### src/asc_regs.svh
// register offsets, field positions, reset values and timing counts of the serial port
// How it works
// - in 9-bit framing the ninth received bit reads in control three bit 7
// - data read ends flag clearing; software reads ninth bit before the data
// - a data write in 9-bit mode queues ninth transmit bit plus the byte
// - single-wire mode: control three bit 5 sets transmit pin direction
// - polarity invert bit 4 inverts every level driven on the transmit pin
// - overrun enable bit 3 requests an interrupt while overrun is set
// - noise enable bit 2 requests an interrupt while noise is set
// - framing enable bit 1 requests an interrupt while framing error is set
// - parity enable bit 0 requests an interrupt while parity error is set
// - data address reads the receive buffer and writes the transmit buffer
// - data reads and writes complete the automatic status flag clearing
// - transmitter and receiver run independently from one shared baud generator
// - baud generator divides the bus clock by a programmable modulo value
// - receiver realigns bit timing on a falling edge during the data bits, after the third sample
// - frame select gives 10-bit frames when 0 and 11-bit frames when 1
// - overrun clears only after status read with it set, then data read
// - polarity invert resets to 0 so the transmit pin idles high
`ifndef ASC_REGS_SVH
`define ASC_REGS_SVH

`define ASC_OFS_BAUD      8'h00
`define ASC_OFS_CTRL      8'h04
`define ASC_OFS_STATUS    8'h08
`define ASC_OFS_CTRL3     8'h0C
`define ASC_OFS_DATA      8'h10

`define ASC_BAUD_W        13
`define ASC_BAUD_RST      13'h001A

`define ASC_CTRL_FRAME9   0
`define ASC_CTRL_TXEN     1
`define ASC_CTRL_RXEN     2
`define ASC_CTRL_LOOP     3
`define ASC_CTRL_RECEIVER_SOURCE_SELECT     4
`define ASC_CTRL_PAREN    5
`define ASC_CTRL_PARODD   6
`define ASC_CTRL_MASK     7'h7F
`define ASC_CTRL_RST      7'h00

`define ASC_C3_RX9        7
`define ASC_C3_TX9        6
`define ASC_C3_DIR        5
`define ASC_C3_INV        4
`define ASC_C3_RST        8'h00
`define ASC_C3_WMASK      8'h7F

`define ASC_ST_TDRE       7
`define ASC_ST_TC         6
`define ASC_ST_RDRF       5
`define ASC_ST_OVR        3
`define ASC_ST_NF         2
`define ASC_ST_FE         1
`define ASC_ST_PF         0
`define ASC_ST_RST        8'hC0
`define ASC_ST_ERR_MASK   8'h0F
`define ASC_ST_RX_MASK    8'h2F
`define ASC_ST_TX_MASK    8'hC0

`define ASC_RT_LAST       4'hF
`define ASC_RT_S1         4'h2
`define ASC_RT_S2         4'h4
`define ASC_RT_S3         4'h6
`define ASC_RT_D1         4'h7
`define ASC_RT_D2         4'h8
`define ASC_RT_D3         4'h9
`define ASC_RT_RESYNC     4'h1
`define ASC_BITS_8        4'h8
`define ASC_BITS_9        4'h9
`define ASC_FRAME_10      4'hA
`define ASC_FRAME_11      4'hB

`endif

### src/asc_pkg.sv
// types of the asynchronous serial port
package asc_pkg;

    typedef enum logic [1:0] {
        ASC_RX_IDLE  = 2'b00,
        ASC_RX_START = 2'b01,
        ASC_RX_DATA  = 2'b10
    } asc_rx_state_t;

    typedef enum logic [0:0] {
        ASC_TX_IDLE  = 1'b0,
        ASC_TX_SHIFT = 1'b1
    } asc_tx_state_t;

    typedef struct packed {
        logic        read;
        logic        write;
        logic [7:0]  address;
        logic [3:0]  byteenable;
        logic [31:0] writedata;
    } asc_avl_req_t;

    typedef struct packed {
        logic [31:0] readdata;
        logic        waitrequest;
    } asc_avl_rsp_t;

    typedef struct packed {
        logic o;
        logic oe;
    } asc_pin_out_t;

    typedef struct packed {
        logic [12:0] cnt;
        logic        tick;
    } asc_baud_state_t;

    typedef struct packed {
        asc_avl_rsp_t  bus;
        logic [12:0]   baud_div;
        logic [6:0]    ctrl;
        logic [7:0]    ctrl3;
        logic [7:0]    status;
        logic [7:0]    armed;
        logic [7:0]    tx_buf;
        logic          tx_buf9;
        logic          tx_full;
        asc_tx_state_t tx_state;
        logic [10:0]   tx_shift;
        logic [3:0]    tx_bits;
        logic [3:0]    tx_rt;
        asc_pin_out_t  txd;
        asc_rx_state_t rx_state;
        logic [3:0]    rx_rt;
        logic [3:0]    rx_bits;
        logic [8:0]    rx_shift;
        logic [1:0]    rx_samp;
        logic          rx_noise;
        logic [2:0]    rx_hist;
        logic          rx_prev;
        logic [7:0]    rx_buf;
        logic [1:0]    pin_s1;
        logic [1:0]    pin_s2;
        logic [1:0]    pin_s3;
        logic [1:0]    pin_filt;
        logic          err_irq;
    } asc_state_t;

endpackage : asc_pkg

### src/asc_baud.sv
// baud generator: bus clock divided by a modulo value into a 16x sample enable
module asc_baud (
    input  wire logic        clk,
    input  wire logic        nrst,
    input  wire logic [12:0] divisor,
    output logic             tick16
);
    import asc_pkg::*;

    asc_baud_state_t st_reg;
    asc_baud_state_t st_next;

    // modulo counter, a divisor of zero stops the generator
    always_comb begin
        st_next = st_reg;
        st_next.tick = 1'b0;
        if (divisor == 13'h0000) begin
            st_next.cnt = 13'h0000;
        end else if (st_reg.cnt >= divisor - 13'h0001) begin
            st_next.cnt = 13'h0000;
            st_next.tick = 1'b1;
        end else begin
            st_next.cnt = st_reg.cnt + 13'h0001;
        end
    end

    always_ff @(posedge clk or negedge nrst) begin
        if (!nrst) begin
            st_reg <= '0;
        end else begin
            st_reg <= st_next;
        end
    end

    assign tick16 = st_reg.tick;

endmodule : asc_baud

### src/asc_top.sv
// asynchronous serial port: register slave, transmitter, receiver
//
// Added by the designer: the register addresses and the Avalon-MM interface to the registers.
`include "asc_regs.svh"

module asc_top (
    input  wire logic          clk,
    input  wire logic          nrst,
    input  wire asc_pkg::asc_avl_req_t avl_req,
    output asc_pkg::asc_avl_rsp_t      avl_rsp,
    input  wire logic          rxd_i,
    input  wire logic          txd_i,
    output asc_pkg::asc_pin_out_t      txd,
    output logic               err_irq
);
    import asc_pkg::*;

    asc_state_t st_reg;
    asc_state_t st_next;
    logic       tick16;
    logic [1:0] filt_next;

    // one generator feeds both directions
    asc_baud u_baud (
        .clk     (clk),
        .nrst    (nrst),
        .divisor (st_reg.baud_div),
        .tick16  (tick16)
    );

    // a pin change counts once the second and third stages agree
    genvar gi;
    generate
        for (gi = 0; gi < 2; gi++) begin : g_filt
            assign filt_next[gi] = (st_reg.pin_s2[gi] == st_reg.pin_s3[gi]) ?
                                   st_reg.pin_s3[gi] : st_reg.pin_filt[gi];
        end
    endgenerate

    always_comb begin
        logic       req;
        logic       hit;
        logic       wr_ok;
        logic       frame9;
        logic       par_en;
        logic       par_odd;
        logic       single_wire;
        logic       rx_line;
        logic       bitv;
        logic       maj;
        logic [8:0] rx_word;
        logic [7:0] tx_data;
        logic       tx_b8;
        logic [3:0] ndata;
        logic       par_err;
        logic       stop_bad;

        st_next = st_reg;
        req = avl_req.read | avl_req.write;
        hit = req & ~st_reg.bus.waitrequest;
        wr_ok = hit & avl_req.write & avl_req.byteenable[0];
        frame9 = st_reg.ctrl[`ASC_CTRL_FRAME9];
        par_en = st_reg.ctrl[`ASC_CTRL_PAREN];
        par_odd = st_reg.ctrl[`ASC_CTRL_PARODD];
        single_wire = st_reg.ctrl[`ASC_CTRL_LOOP] & st_reg.ctrl[`ASC_CTRL_RECEIVER_SOURCE_SELECT];
        rx_line = 1'b1;
        bitv = 1'b0;
        maj = 1'b0;
        rx_word = 9'h000;
        tx_data = 8'h00;
        tx_b8 = 1'b0;
        par_err = 1'b0;
        stop_bad = 1'b0;
        ndata = frame9 ? `ASC_BITS_9 : `ASC_BITS_8;

        // pin synchronisers: bit 0 receive pin, bit 1 transmit pin in single-wire mode
        st_next.pin_s1 = {txd_i, rxd_i};
        st_next.pin_s2 = st_reg.pin_s1;
        st_next.pin_s3 = st_reg.pin_s2;
        st_next.pin_filt = filt_next;

        // receive source: pin, internal loop, or the shared transmit pin
        if (!st_reg.ctrl[`ASC_CTRL_LOOP]) begin
            rx_line = st_reg.pin_filt[0];
        end else if (single_wire) begin
            rx_line = st_reg.pin_filt[1];
        end else begin
            rx_line = st_reg.tx_shift[0] | (st_reg.tx_state == ASC_TX_IDLE);
        end

        // bus handshake: waitrequest drops for one cycle per request
        st_next.bus.waitrequest = ~(req & st_reg.bus.waitrequest);
        if (req && st_reg.bus.waitrequest && avl_req.read) begin
            if (avl_req.address == `ASC_OFS_BAUD) begin
                st_next.bus.readdata = {19'h00000, st_reg.baud_div};
            end else if (avl_req.address == `ASC_OFS_CTRL) begin
                st_next.bus.readdata = {25'h0000000, st_reg.ctrl};
            end else if (avl_req.address == `ASC_OFS_STATUS) begin
                st_next.bus.readdata = {24'h000000, st_reg.status};
            end else if (avl_req.address == `ASC_OFS_CTRL3) begin
                st_next.bus.readdata = {24'h000000, st_reg.ctrl3};
            end else if (avl_req.address == `ASC_OFS_DATA) begin
                st_next.bus.readdata = {24'h000000, st_reg.rx_buf};
            end else begin
                st_next.bus.readdata = 32'h00000000;
            end
        end

        // register writes and read side effects at the accepting edge
        if (wr_ok) begin
            if (avl_req.address == `ASC_OFS_BAUD) begin
                st_next.baud_div = avl_req.writedata[`ASC_BAUD_W-1:0];
            end else if (avl_req.address == `ASC_OFS_CTRL) begin
                st_next.ctrl = avl_req.writedata[6:0] & `ASC_CTRL_MASK;
            end else if (avl_req.address == `ASC_OFS_CTRL3) begin
                st_next.ctrl3 = (st_reg.ctrl3 & ~`ASC_C3_WMASK) |
                                (avl_req.writedata[7:0] & `ASC_C3_WMASK);
            end else if (avl_req.address == `ASC_OFS_DATA) begin
                st_next.tx_buf = avl_req.writedata[7:0];
                st_next.tx_buf9 = st_reg.ctrl3[`ASC_C3_TX9];
                st_next.tx_full = 1'b1;
                st_next.status = st_reg.status & ~(st_reg.armed & `ASC_ST_TX_MASK);
                st_next.armed = st_reg.armed & ~`ASC_ST_TX_MASK;
            end
        end
        if (hit && avl_req.read) begin
            if (avl_req.address == `ASC_OFS_STATUS) begin
                st_next.armed = st_reg.status;
            end else if (avl_req.address == `ASC_OFS_DATA) begin
                // flags armed by a status read clear now
                st_next.status = st_reg.status & ~(st_reg.armed & `ASC_ST_RX_MASK);
                st_next.armed = st_reg.armed & ~`ASC_ST_RX_MASK;
            end
        end

        // transmitter, one bit every sixteen sample enables
        if (st_reg.tx_state == ASC_TX_IDLE) begin
            st_next.tx_shift = 11'h7FF;
            if (tick16 && st_reg.ctrl[`ASC_CTRL_TXEN] && st_reg.tx_full) begin
                tx_data = st_reg.tx_buf;
                tx_b8 = st_reg.tx_buf9;
                if (par_en && frame9) begin
                    tx_b8 = (^tx_data) ^ par_odd;
                end else if (par_en) begin
                    tx_data[7] = (^tx_data[6:0]) ^ par_odd;
                end
                st_next.tx_shift = frame9 ? {1'b1, tx_b8, tx_data, 1'b0}
                                          : {2'b11, tx_data, 1'b0};
                st_next.tx_bits = frame9 ? `ASC_FRAME_11 : `ASC_FRAME_10;
                st_next.tx_rt = 4'h0;
                st_next.tx_full = wr_ok && (avl_req.address == `ASC_OFS_DATA);
                st_next.status[`ASC_ST_TDRE] = 1'b1;
                st_next.status[`ASC_ST_TC] = 1'b0;
                st_next.tx_state = ASC_TX_SHIFT;
            end
        end else if (tick16) begin
            st_next.tx_rt = st_reg.tx_rt + 4'h1;
            if (st_reg.tx_rt == `ASC_RT_LAST) begin
                st_next.tx_shift = {1'b1, st_reg.tx_shift[10:1]};
                st_next.tx_bits = st_reg.tx_bits - 4'h1;
                if (st_reg.tx_bits == 4'h1) begin
                    st_next.tx_state = ASC_TX_IDLE;
                    st_next.tx_shift = 11'h7FF;
                    if (!st_next.tx_full) begin
                        st_next.status[`ASC_ST_TC] = 1'b1;
                    end
                end
            end
        end

        // transmit pin: inversion covers every level driven
        st_next.txd.o = st_next.tx_shift[0] ^ st_reg.ctrl3[`ASC_C3_INV];
        if (single_wire) begin
            st_next.txd.oe = st_reg.ctrl3[`ASC_C3_DIR];
        end else begin
            st_next.txd.oe = st_reg.ctrl[`ASC_CTRL_TXEN] | (st_next.tx_state == ASC_TX_SHIFT);
        end

        // receiver, 16 samples per bit
        if (tick16) begin
            st_next.rx_prev = rx_line;
            case (st_reg.rx_state)
                ASC_RX_IDLE: begin
                    st_next.rx_hist = {st_reg.rx_hist[1:0], rx_line};
                    if (st_reg.ctrl[`ASC_CTRL_RXEN] && !rx_line && st_reg.rx_hist == 3'h7) begin
                        st_next.rx_state = ASC_RX_START;
                        st_next.rx_rt = 4'h1;
                        st_next.rx_noise = 1'b0;
                        st_next.rx_bits = 4'h0;
                        st_next.rx_samp = 2'h0;
                    end
                end
                ASC_RX_START: begin
                    st_next.rx_rt = st_reg.rx_rt + 4'h1;
                    if (st_reg.rx_rt == `ASC_RT_S1) begin
                        st_next.rx_samp[0] = rx_line;
                    end else if (st_reg.rx_rt == `ASC_RT_S2) begin
                        st_next.rx_samp[1] = rx_line;
                    end else if (st_reg.rx_rt == `ASC_RT_S3) begin
                        maj = (st_reg.rx_samp[0] & st_reg.rx_samp[1]) |
                              (rx_line & (st_reg.rx_samp[0] | st_reg.rx_samp[1]));
                        if (maj) begin
                            st_next.rx_state = ASC_RX_IDLE;
                            st_next.rx_hist = 3'h0;
                        end else if (st_reg.rx_samp != 2'h0 || rx_line) begin
                            st_next.rx_noise = 1'b1;
                        end
                    end else if (st_reg.rx_rt == `ASC_RT_LAST) begin
                        st_next.rx_state = ASC_RX_DATA;
                    end
                end
                ASC_RX_DATA: begin
                    st_next.rx_rt = st_reg.rx_rt + 4'h1;
                    if (st_reg.rx_prev && !rx_line && st_reg.rx_rt > `ASC_RT_D3) begin
                        st_next.rx_rt = `ASC_RT_RESYNC;
                        st_next.rx_bits = st_reg.rx_bits + 4'h1;
                    end else if (st_reg.rx_rt == `ASC_RT_D1) begin
                        st_next.rx_samp[0] = rx_line;
                    end else if (st_reg.rx_rt == `ASC_RT_D2) begin
                        st_next.rx_samp[1] = rx_line;
                    end else if (st_reg.rx_rt == `ASC_RT_LAST) begin
                        st_next.rx_bits = st_reg.rx_bits + 4'h1;
                    end else if (st_reg.rx_rt == `ASC_RT_D3) begin
                        bitv = (st_reg.rx_samp[0] & st_reg.rx_samp[1]) |
                               (rx_line & (st_reg.rx_samp[0] | st_reg.rx_samp[1]));
                        if (st_reg.rx_samp != {2{rx_line}}) begin
                            st_next.rx_noise = 1'b1;
                        end
                        if (st_reg.rx_bits < ndata) begin
                            st_next.rx_shift = {bitv, st_reg.rx_shift[8:1]};
                        end else begin
                            rx_word = frame9 ? st_reg.rx_shift : {1'b0, st_reg.rx_shift[8:1]};
                            par_err = par_en & ((^rx_word) != par_odd);
                            stop_bad = ~bitv;
                            st_next.rx_state = ASC_RX_IDLE;
                            st_next.rx_hist = (bitv || rx_word != 9'h000) ? 3'h7 : 3'h0;
                            if (st_next.status[`ASC_ST_RDRF]) begin
                                st_next.status[`ASC_ST_OVR] = 1'b1;
                            end else begin
                                st_next.rx_buf = rx_word[7:0];
                                st_next.ctrl3[`ASC_C3_RX9] = rx_word[8];
                                st_next.status[`ASC_ST_RDRF] = 1'b1;
                                st_next.status[`ASC_ST_NF] = st_next.rx_noise;
                                st_next.status[`ASC_ST_FE] = stop_bad;
                                st_next.status[`ASC_ST_PF] = par_err;
                            end
                        end
                    end
                end
                default: begin
                    st_next.rx_state = ASC_RX_IDLE;
                end
            endcase
        end
        if (!st_reg.ctrl[`ASC_CTRL_RXEN]) begin
            st_next.rx_state = ASC_RX_IDLE;
        end

        // error request level
        st_next.err_irq = |(st_next.status & st_next.ctrl3 & `ASC_ST_ERR_MASK);
    end

    always_ff @(posedge clk or negedge nrst) begin
        if (!nrst) begin
            st_reg <= '0;
            st_reg.bus.waitrequest <= 1'b1;
            st_reg.baud_div <= `ASC_BAUD_RST;
            st_reg.ctrl <= `ASC_CTRL_RST;
            st_reg.ctrl3 <= `ASC_C3_RST;
            st_reg.status <= `ASC_ST_RST;
            st_reg.tx_state <= ASC_TX_IDLE;
            st_reg.tx_shift <= 11'h7FF;
            st_reg.txd.o <= 1'b1;
            st_reg.rx_state <= ASC_RX_IDLE;
            st_reg.rx_prev <= 1'b1;
            st_reg.pin_s1 <= 2'h3;
            st_reg.pin_s2 <= 2'h3;
            st_reg.pin_s3 <= 2'h3;
            st_reg.pin_filt <= 2'h3;
        end else begin
            st_reg <= st_next;
        end
    end

    assign avl_rsp = st_reg.bus;
    assign txd = st_reg.txd;
    assign err_irq = st_reg.err_irq;

endmodule : asc_top

### config.mk
export PLATFORM = sky130hd
export DESIGN_NAME = asc_top
export DESIGN_NICKNAME = d
export VERILOG_FILES = /design/src/asc_pkg.sv /design/src/asc_baud.sv /design/src/asc_top.sv
export VERILOG_INCLUDE_DIRS = /design/src
export SDC_FILE = /design/constraint.sdc
export NUM_CORES = 1
export LEC_CHECK = 0
export ABC_AREA = 1
export BUFFER_PORTS_ARGS = -buffer_cell sky130_fd_sc_hd__buf_4
export CAP_MARGIN = 10
export CORE_AREA = 2 2 132 134
export DETAILED_ROUTE_END_ITERATION = 8
export DIE_AREA = 0 0 134 136
export PLACE_DENSITY = 0.71
export SLEW_MARGIN = 20
export SYNTH_ARGS = -nofsm -noshare
export SYNTH_HDL_FRONTEND = slang
export SYNTH_SLANG_ARGS = --single-unit
### constraint.sdc
create_clock -name clk -period 2.9 [get_ports clk]
set_input_delay 0.87 -clock clk [delete_from_list [all_inputs] [get_ports clk]]
set_output_delay 0.87 -clock clk [all_outputs]
set_load 0.02 [all_outputs]
== Yosys cells after proc, flatten, opt, wreduce, memory -nomap -nowiden ==
Index checks and enable logic that the tools add are counted.
Operators by class
  add/sub/neg operators: 6
  $lt $le $gt $ge: 3
  equality and inequality tests: 55
  multiplexer cells: 124
  bitwise logic cells: 35
  reductions and logical operators: 41
Operators with widths (count)
  34-bit 2-to-1 mux: 4
  8-bit 2-to-1 mux: 15
  4-bit 2-to-1 mux: 18
  26-bit 2-to-1 mux: 2
  16-bit 2-to-1 mux: 3
  9-bit 2-to-1 mux: 5
  1-bit 2-to-1 mux: 43
  20-bit 2-to-1 mux: 2
  13-bit 2-to-1 mux: 3
  3-bit != test (second input constant): 13
  2-bit != test (second input constant): 17
  32-bit 2-to-1 mux: 1
  2-bit 2-to-1 mux: 13
  12-bit AND reduction: 2
  21-bit 2-to-1 mux: 1
  10-bit 2-to-1 mux: 2
  6-bit case mux with 3 select lines: 1
  8-bit AND: 2
  4-bit == test (second input constant): 4
  8-bit by 4-bit == test with 1-bit output (second input constant): 2
  8-bit AND reduction: 2
  15-bit 2-to-1 mux: 1
  3-bit 2-to-1 mux: 5
  14-bit 2-to-1 mux: 1
  51 further kinds: 102
Word-level totals
  bits in registers: 166
  input bits: 50
  output and inout port bits: 36
  logic and storage cells: 300

== Logic depth before layout (Yosys ltp) ==
Gate-level depths: netlist of run 1.
  depth in word-level cells: 21
  mapped depth: 18
  gate-level depth less buffers: 17

== Hierarchy ==
Synthesis of run 1 repeated with hierarchy kept, for this count alone.
Unflattened totals
  cells, all modules: 984
  area total of the unflattened synthesis: 8215.4 um^2
By module, submodules not included
  asc_top: times used 1, cells an instance 814, area an instance 6962.9 um^2, sequential area each 3311.9 um^2
  asc_baud: times used 1, cells an instance 170, area an instance 1252.5 um^2, sequential area each 350.3 um^2

== Worst setup path after synthesis of run 1 ==
No wires, ideal clock.
  path type: reg-to-reg
  from: reg st_reg[106] (netlist name)
  to: reg u_baud.st_reg[10] (netlist name)
  library setup time: 0.120 ns
  arrival: 2.518 ns
  data required time: 2.780 ns
  slack: 0.262 ns
  cell stages (with the launch flop): 17
  path buffers: 1
  clock period less this slack: 2.638 ns
  cells stage by stage: dfrtp_1 inv_1 ha_1 nand2_1 nor3_2 nand2_1 nor2_2 nand3_2 xor2_1 ha_1 nand2_1 nor4_1 o21ai_0 nand3_1 o21bai_4 buf_6 nor2_1
RTL lines
  from (decl): line asc_top.sv:18  | asc_state_t st_reg;
  from (signal assigned): line asc_top.sv:281  | st_reg <= st_next;
  to (signal assigned): line asc_baud.sv:31  | st_reg <= st_next;
  to (decl): line asc_baud.sv:10  | asc_baud_state_t st_reg;

==> results.py, run 1 <==
metrics = {
    "cts": {
        "cts-htree-levels": 4,
        "clk_pin_slew_ns": 0.06,
        "ctsLongestPathBuffers": 2,
        "cts-root-buf": "clkbuf_16",
        "cts.hold.buffers_added": 0,
        "cts_tree": "done",
        "insertion_delay_ns": 0.43,
        "cts_inserted_buffers": 17,
        "cts_sinks": 145,
    },
    "floorplan": {
        "die-width_microns": 134,
        "fp-row-count": 48,
        "dieArea_sq_um": 18220,
        "start_util_pct": 49.11,
        "design.core.area_sq_um": 16880,
        "io_pins": 86,
        "die_h_microns": 136,
    },
    "synth": {
        "ys_seq_area_share_pct": 44.19,
        "synth_top_area_cell": "dfrtp_1",
        "synth_area_leaders": "dfrtp_1, nand2_1, dfstp_2",
        "synth-compound-area-share_pct": 13.35,
        "synth-simple-area-share_pct": 23.43,
        "yosys_register_bits": 145,
        "synth_xor_area_share_pct": 3.699,
        "synth_edf_count": 0,
        "synth.mux.area_fraction_pct": 0.2717,
        "syn_avg_cell_area_sq_um": 8.355,
        "synth_top_family_by_area": "simple AND/OR/NAND/NOR gates",
        "synthCells": 992,
        "yosys_warnings": 0,
        "synth_top_area_share_pct": 35.63,
        "synth_area_sq_um": 8288,
        "ys_async_sr_fraction_pct": 100.0,
        "synthFlopType": "dfrtp_1",
        "synthAdderAreaFrac_pct": 5.072,
        "yosysUniqueCellTypes": 57,
    },
    "detailed_routing": {
        "wirelength_microns": 18550,
        "drc_errors": 0,
        "detail-route-antenna-nets": 0,
        "drtIter0Drc": 610,
        "vias_per_cell": 5.238,
        "via_count": 6647,
        "firstDrtPassIters": 5,
        "drt-wirelength-per-cell_microns": 14.62,
    },
    "cells_and_area": {
        "final_cell_mix": "nand2_1, dfrtp_1, inv_1",
        "post-route-util_pct": 55.41,
        "largest_reg_flops": 110,
        "fillerInstances": 1533,
        "multi_input_area_sq_um": 3949,
        "seqCellArea_sq_um": 3662,
        "final_common_cell": "nand2_1",
        "fin_nets": 1113,
        "num_antenna_cells": 0,
        "final_area_sq_um": 9351,
        "syn_to_final_growth_pct": 12.83,
        "final_layout_size_suffix_gt1_share_pct": 19.83,
    },
    "critical_path": {
        "path_max_fanout": 6,
        "start_kind": "flip-flop",
        "crit_type": "reg -> reg",
        "cp_num_buf_inv": 2,
        "crit_slowest_cell": "dfrtp_1",
        "endpoint_kind": "flip-flop",
        "crit_path_max_incr_delay_ns": 0.45,
        "cp_data_required_time_ns": 3.26,
        "critical-path-top-delay-family": "simple AND/OR/NAND/NOR gates",
        "crit_chain": "nor2_2 -> nand2_2 -> nor3_4 -> nand2_2 -> nor2_4 -> buf_4 -> xor2_1 -> ha_1 -> a21oi_2 -> o21ai_1 -> a21oi_1 -> nand3_1 -> buf_4 -> o21bai_4 -> nor2_1",
        "cp.arrival_ns": 3.17,
    },
    "worst_hold_path": {
        "min_path_type": "reg -> reg",
    },
    "sta": {
        "slew_violations": 0,
        "hold_ws_ns": 0.3552,
        "final_hold_viol_count": 0,
        "fin_crit_sh_pct": 97.04,
        "fin_tns_setup_ns": 0,
        "finClkSkew_ns": 0.006136,
        "worstMarginPinSlew_ns": 0.8525,
        "period_needed_ns": 2.814,
        "setup_violations": 0,
        "fmax_mhz": 355.3,
        "max-slew-margin-rel_pct": 42.96,
    },
    "pwr": {
        "finalPower_uw": 4473,
        "p_leak_uw": 0.004426,
        "p_per_area_nw_per_um2": 478.3,
        "ir_worst_vdd_mv": 0.4118,
    },
    "global_routing": {
        "grt_max_degree": 56,
        "grt_pass1_wl_microns": 29900,
        "grt.total_usage_pct": 20.75,
        "grt_pass1_vias": 6005,
        "grt_overflow": 0,
        "antenna_found_initial": 0,
    },
    "placement": {
        "postPlaceCellArea_sq_um": 8671,
        "place_hpwl_microns": 13500,
        "io_buffer_count": 44,
        "gp_congestion": 0.9096,
    },
    "status": {
        "status": "completed",
    },
    "run": {
        "drv_cap": 0,
    },
}
worst register-to-register path: stages (launching register included):
cell	delay [ns]
dfrtp_1	0.45
nor2_2	0.17
nand2_2	0.09
nor3_4	0.21
nand2_2	0.10
nor2_4	0.15
buf_4	0.13
xor2_1	0.17
ha_1	0.30
a21oi_2	0.17
o21ai_1	0.08
a21oi_1	0.12
nand3_1	0.13
buf_4	0.16
o21bai_4	0.20
nor2_1	0.12
metrics by stage:
stage | cells | setup WS (ns)
floorplan | 1010 | 0.2621
global placement | 1232 | 0.1643
detailed placement | 1232 | 0.1010
CTS | 1264 | 0.03821
global route | 1269 | -0.07697
finish | 1269 | 0.08575
timing repair:
item                                    CTS  global route
setup buffers                             0             4
gates resized for setup                   0            17
endpoints found under the setup margin    0            13
cells by family after synthesis:
family | after synthesis
flip-flops | 145
AO/OA/AOI/OAI | 186
adder cells (fa/ha/maj) | 34
other | 1
XOR/XNOR | 35
AND/OR/NAND/NOR | 417
multiplexers | 2
buffers and inverters | 172
path summary, 6_finish.rpt:
check	from	end	slack (ns)	cells after the start
worst min-delay path	st_next[5]	st_next[3]	0.36	0
worst max register to register	st_reg[108]	u_baud.st_reg[12]	0.09	15
worst min register to register	st_next[5]	st_next[3]	0.36	0
min in group asynchronous	nrst	st_reg[81]	0.38	1
worst max-delay path	st_reg[108]	u_baud.st_reg[12]	0.09	15
max in group asynchronous	nrst	st_reg[109]	1.75	2
final cells by class:
class,instances,area share (%)
flip-flops and latches,145,39.16
clock inverters,13,1.472
clock buffers,19,4.629
inverters,115,4.670
repair buffers,58,4.830
multi-input cells,694,42.23
well taps,225,3.010
synth_stat cells (all sizes together) (3+ instances only):
cell type,n
a31oi,3
buf,48
ha,32
xor2,20
nand2,244
nor3,17
nor4,3
clkbuf,9
o22ai,13
dfrtp,118
nor2,81
o31ai,6
o211ai,6
xnor2,15
nand3,53
o21ai,108
a21oi,35
inv,115
nand4,13
dfstp,27
metal layers:
layer	vias up	GRT usage, %	wire length (microns)
li1	3291	-	-
met1	3171	28.27	8534
met2	158	33.70	8843
met3	27	3.654	864
met4	0	6.856	311
met5	-	0	0
where the power goes:
part | leakage [uW] | total [uW] | internal (uW) | switching [uW]
registers | 0.00183 | 2080 | 2060 | 21.9
logic | 0.00232 | 262 | 84.4 | 177
clock network | 0.000274 | 2130 | 1260 | 865
Power figures use the tool's default switching activity.
==> inputs of run 2 (changes only) <==
==> constraint.sdc (replaced) <==
create_clock -name clk -period 2.9 [get_ports clk]
set_input_delay 0.145 -clock clk [delete_from_list [all_inputs] [get_ports clk]]
set_output_delay 0.145 -clock clk [all_outputs]
set_load 0.02 [all_outputs]
==> run 2 against run 1 <==
  * Sequential cell count stayed put
  * Cell area up 1.4%
  * Register-to-register slack improved by 0.12 ns
  * Non-clock buffer count increased by 7
  * Critical path depth fell by 1
  * Global-route usage up 1.3 points
  * Highest routed layer unchanged
  * Critical endpoint is now u_baud.st_reg[6]
  * First-iteration DRC count fell by 20%
  * Utilization grew 0.79 points
  * Critical path type unchanged
  * Clock skew up 0.0039 ns
  * Cell count is 0.55% higher
==> results.py, run 2 (synthesis gave the netlist of run 1 again) <==
metrics = {
    "cells_and_area": {
        "num_antenna_cells": 0,
        "fin_nets": 1120,
        "final_layout_size_suffix_gt1_share_pct": 19.31,
        "final_common_cell": "nand2_1",
        "syn_to_final_growth_pct": 14.45,
        "final_cell_mix": "nand2_1, dfrtp_1, inv_1",
        "largest_reg_flops": 110,
        "final_area_sq_um": 9485,
    },
    "cts": {
        "cts_tree": "done",
        "ctsLongestPathBuffers": 2,
        "cts-root-buf": "clkbuf_16",
        "cts_sinks": 145,
        "clk_pin_slew_ns": 0.06,
        "cts_inserted_buffers": 17,
        "insertion_delay_ns": 0.43,
        "cts-htree-levels": 4,
    },
    "global_routing": {
        "grt.met3_usage_pct": 4.773,
        "grt_use_met1_pct": 29.21,
        "grt_pass1_wl_microns": 31610,
        "grt_max_degree": 65,
        "grt_pass1_vias": 6403,
        "busiest_layer": "met2",
        "grt_overflow": 0,
        "gr-usage-met2_pct": 36.50,
        "grt.total_usage_pct": 22.00,
        "antenna_found_initial": 0,
    },
    "critical_path": {
        "cp.arrival_ns": 3.04,
        "crit_type": "reg -> reg",
        "path_max_fanout": 7,
        "timing.rr.start": "st_reg[108]",
        "endpoint_kind": "flip-flop",
        "start_kind": "flip-flop",
        "cp_data_required_time_ns": 3.24,
        "critPathLaunch": "st_reg[108]",
    },
    "pwr": {
        "switching_share_pct": 23.46,
        "power.share.combinational_pct": 6.0,
        "p_int_uw": 3528,
        "pwr-share-seq_pct": 45.2,
        "pwr-share-clk_pct": 48.9,
        "p_per_area_nw_per_um2": 486.0,
        "p_leak_uw": 0.004452,
        "switchingPower_uw": 1082,
        "ir_worst_vdd_mv": 0.3911,
    },
    "detailed_routing": {
        "via_count": 6694,
        "detail-route-antenna-nets": 0,
        "wirelength_microns": 19090,
        "drt-wirelength-per-cell_microns": 14.96,
        "firstDrtPassIters": 5,
        "drtIter0Drc": 485,
        "vias_per_cell": 5.246,
        "drc_errors": 0,
    },
    "sta": {
        "final_hold_viol_count": 0,
        "max-slew-margin-rel_pct": 41.23,
        "setup_violations": 0,
        "fmax_mhz": 370.6,
        "finClkSkew_ns": 0.01007,
        "fin_crit_sh_pct": 93.05,
        "slew_violations": 0,
        "period_needed_ns": 2.698,
        "fin_tns_setup_ns": 0,
        "worstMarginPinSlew_ns": 0.8783,
    },
    "status": {
        "status": "completed",
    },
    "placement": {
        "place_hpwl_microns": 13730,
        "gp_congestion": 0.8606,
        "postPlaceCellArea_sq_um": 8626,
        "io_buffer_count": 44,
    },
    "worst_hold_path": {
        "hp-start": "avl_req[1]",
        "min_path_type": "in -> reg",
    },
    "floorplan": {
        "dieArea_sq_um": 18220,
        "fp-row-count": 48,
        "io_pins": 86,
        "design.core.area_sq_um": 16880,
        "die-width_microns": 134,
        "start_util_pct": 49.11,
        "die_h_microns": 136,
    },
    "run": {
        "drv_cap": 0,
    },
}
==> run 2: cell count changes in the layout (fill, tap and decap cells not counted), sizes merged <==
| cell | delta |
|---|---|
| clkinvlp | +3 |
| dlygate4sd3 | +15 |
| bufinv | +1 |
| clkinv | -3 |
| inv | -1 |
| buf | -8 |
==> run 2: cell type report <==
class                           instances  area [sq um]
Timing Repair Buffer                   65         541.8
Tap cell                              225         281.5
Sequential cell                       145          3664
Clock buffer                           19         442.9
Fill cell                            1528          7391
Multi-Input combinational cell        694          3956
Clock inverter                         13         162.7
Inverter                              115         436.7
==> run 2: routing by layer <==
metal,share of wire [%],wire (microns),vias up
met5,0,0,-
li1,-,-,3300
met1,45,8607,3205
met4,1.3,239,0
met2,49,9330,170
met3,4.8,914,19
==> run 2: timing repair <==
item,4_1_cts,5_1_grt
pin swaps,0,6
hold endpoints to repair,51,0
endpoints found under the setup margin,12,14
gates cloned,1,0
gates resized for setup,4,15
hold buffers,15,0
buffers inserted,0,2
==> run 2: power groups by stage <==
stage	clock, uW	combinational, uW	sequential [uW]
final	2250	276	2080
after global routing	2370	310	2080
after CTS	2290	274	2080
after detailed placement	0	255	2120
after global placement	0	249	2110
after floorplan	0	162	2110
==> run 2: path summary, 6_finish.rpt <==
path | to | slack, ns | cells after the start
max in group asynchronous | avl_rsp[0] | 1.86 | 3
min reg2reg | st_next[3] | 0.36 | 0
min in group asynchronous | st_reg[47] | 0.25 | 2
min | st_reg[92] | 0.01 | 3
max reg2reg | u_baud.st_reg[6] | 0.20 | 14
max | u_baud.st_reg[6] | 0.20 | 14
==> run 2: critical path, stage by stage, from the launching register on <==
cell and delay [ns]:
dfrtp_2 0.44, nor2_2 0.15, nand2_2 0.10, nor3_4 0.19, nand2_2 0.10, nor2_4 0.15, nand3_4 0.09, xor2_1 0.15
ha_1 0.34, a21oi_2 0.15, o21ai_0 0.10, a21oi_1 0.12, nand3_1 0.14, o21bai_4 0.25, nor3_2 0.14
==> run 2: per-stage QoR <==
step | setup WS [ns] | power, uW | utilization, % | hold slack (ns) | cells
2_1_floorplan | 0.2621 | 2269 | - | -0.1506 | 1010
6_report | 0.2016 | 4610 | 56.21 | 0.01013 | 1276
4_1_cts | 0.01693 | 4647 | 55.81 | 0.001372 | 1274
5_1_grt | -0.03164 | 4764 | 56.21 | 0.01932 | 1276
3_3_place_gp | 0.1860 | 2364 | 51.11 | 0.1311 | 1226
3_5_place_dp | 0.03468 | 2370 | 51.11 | 0.1403 | 1226
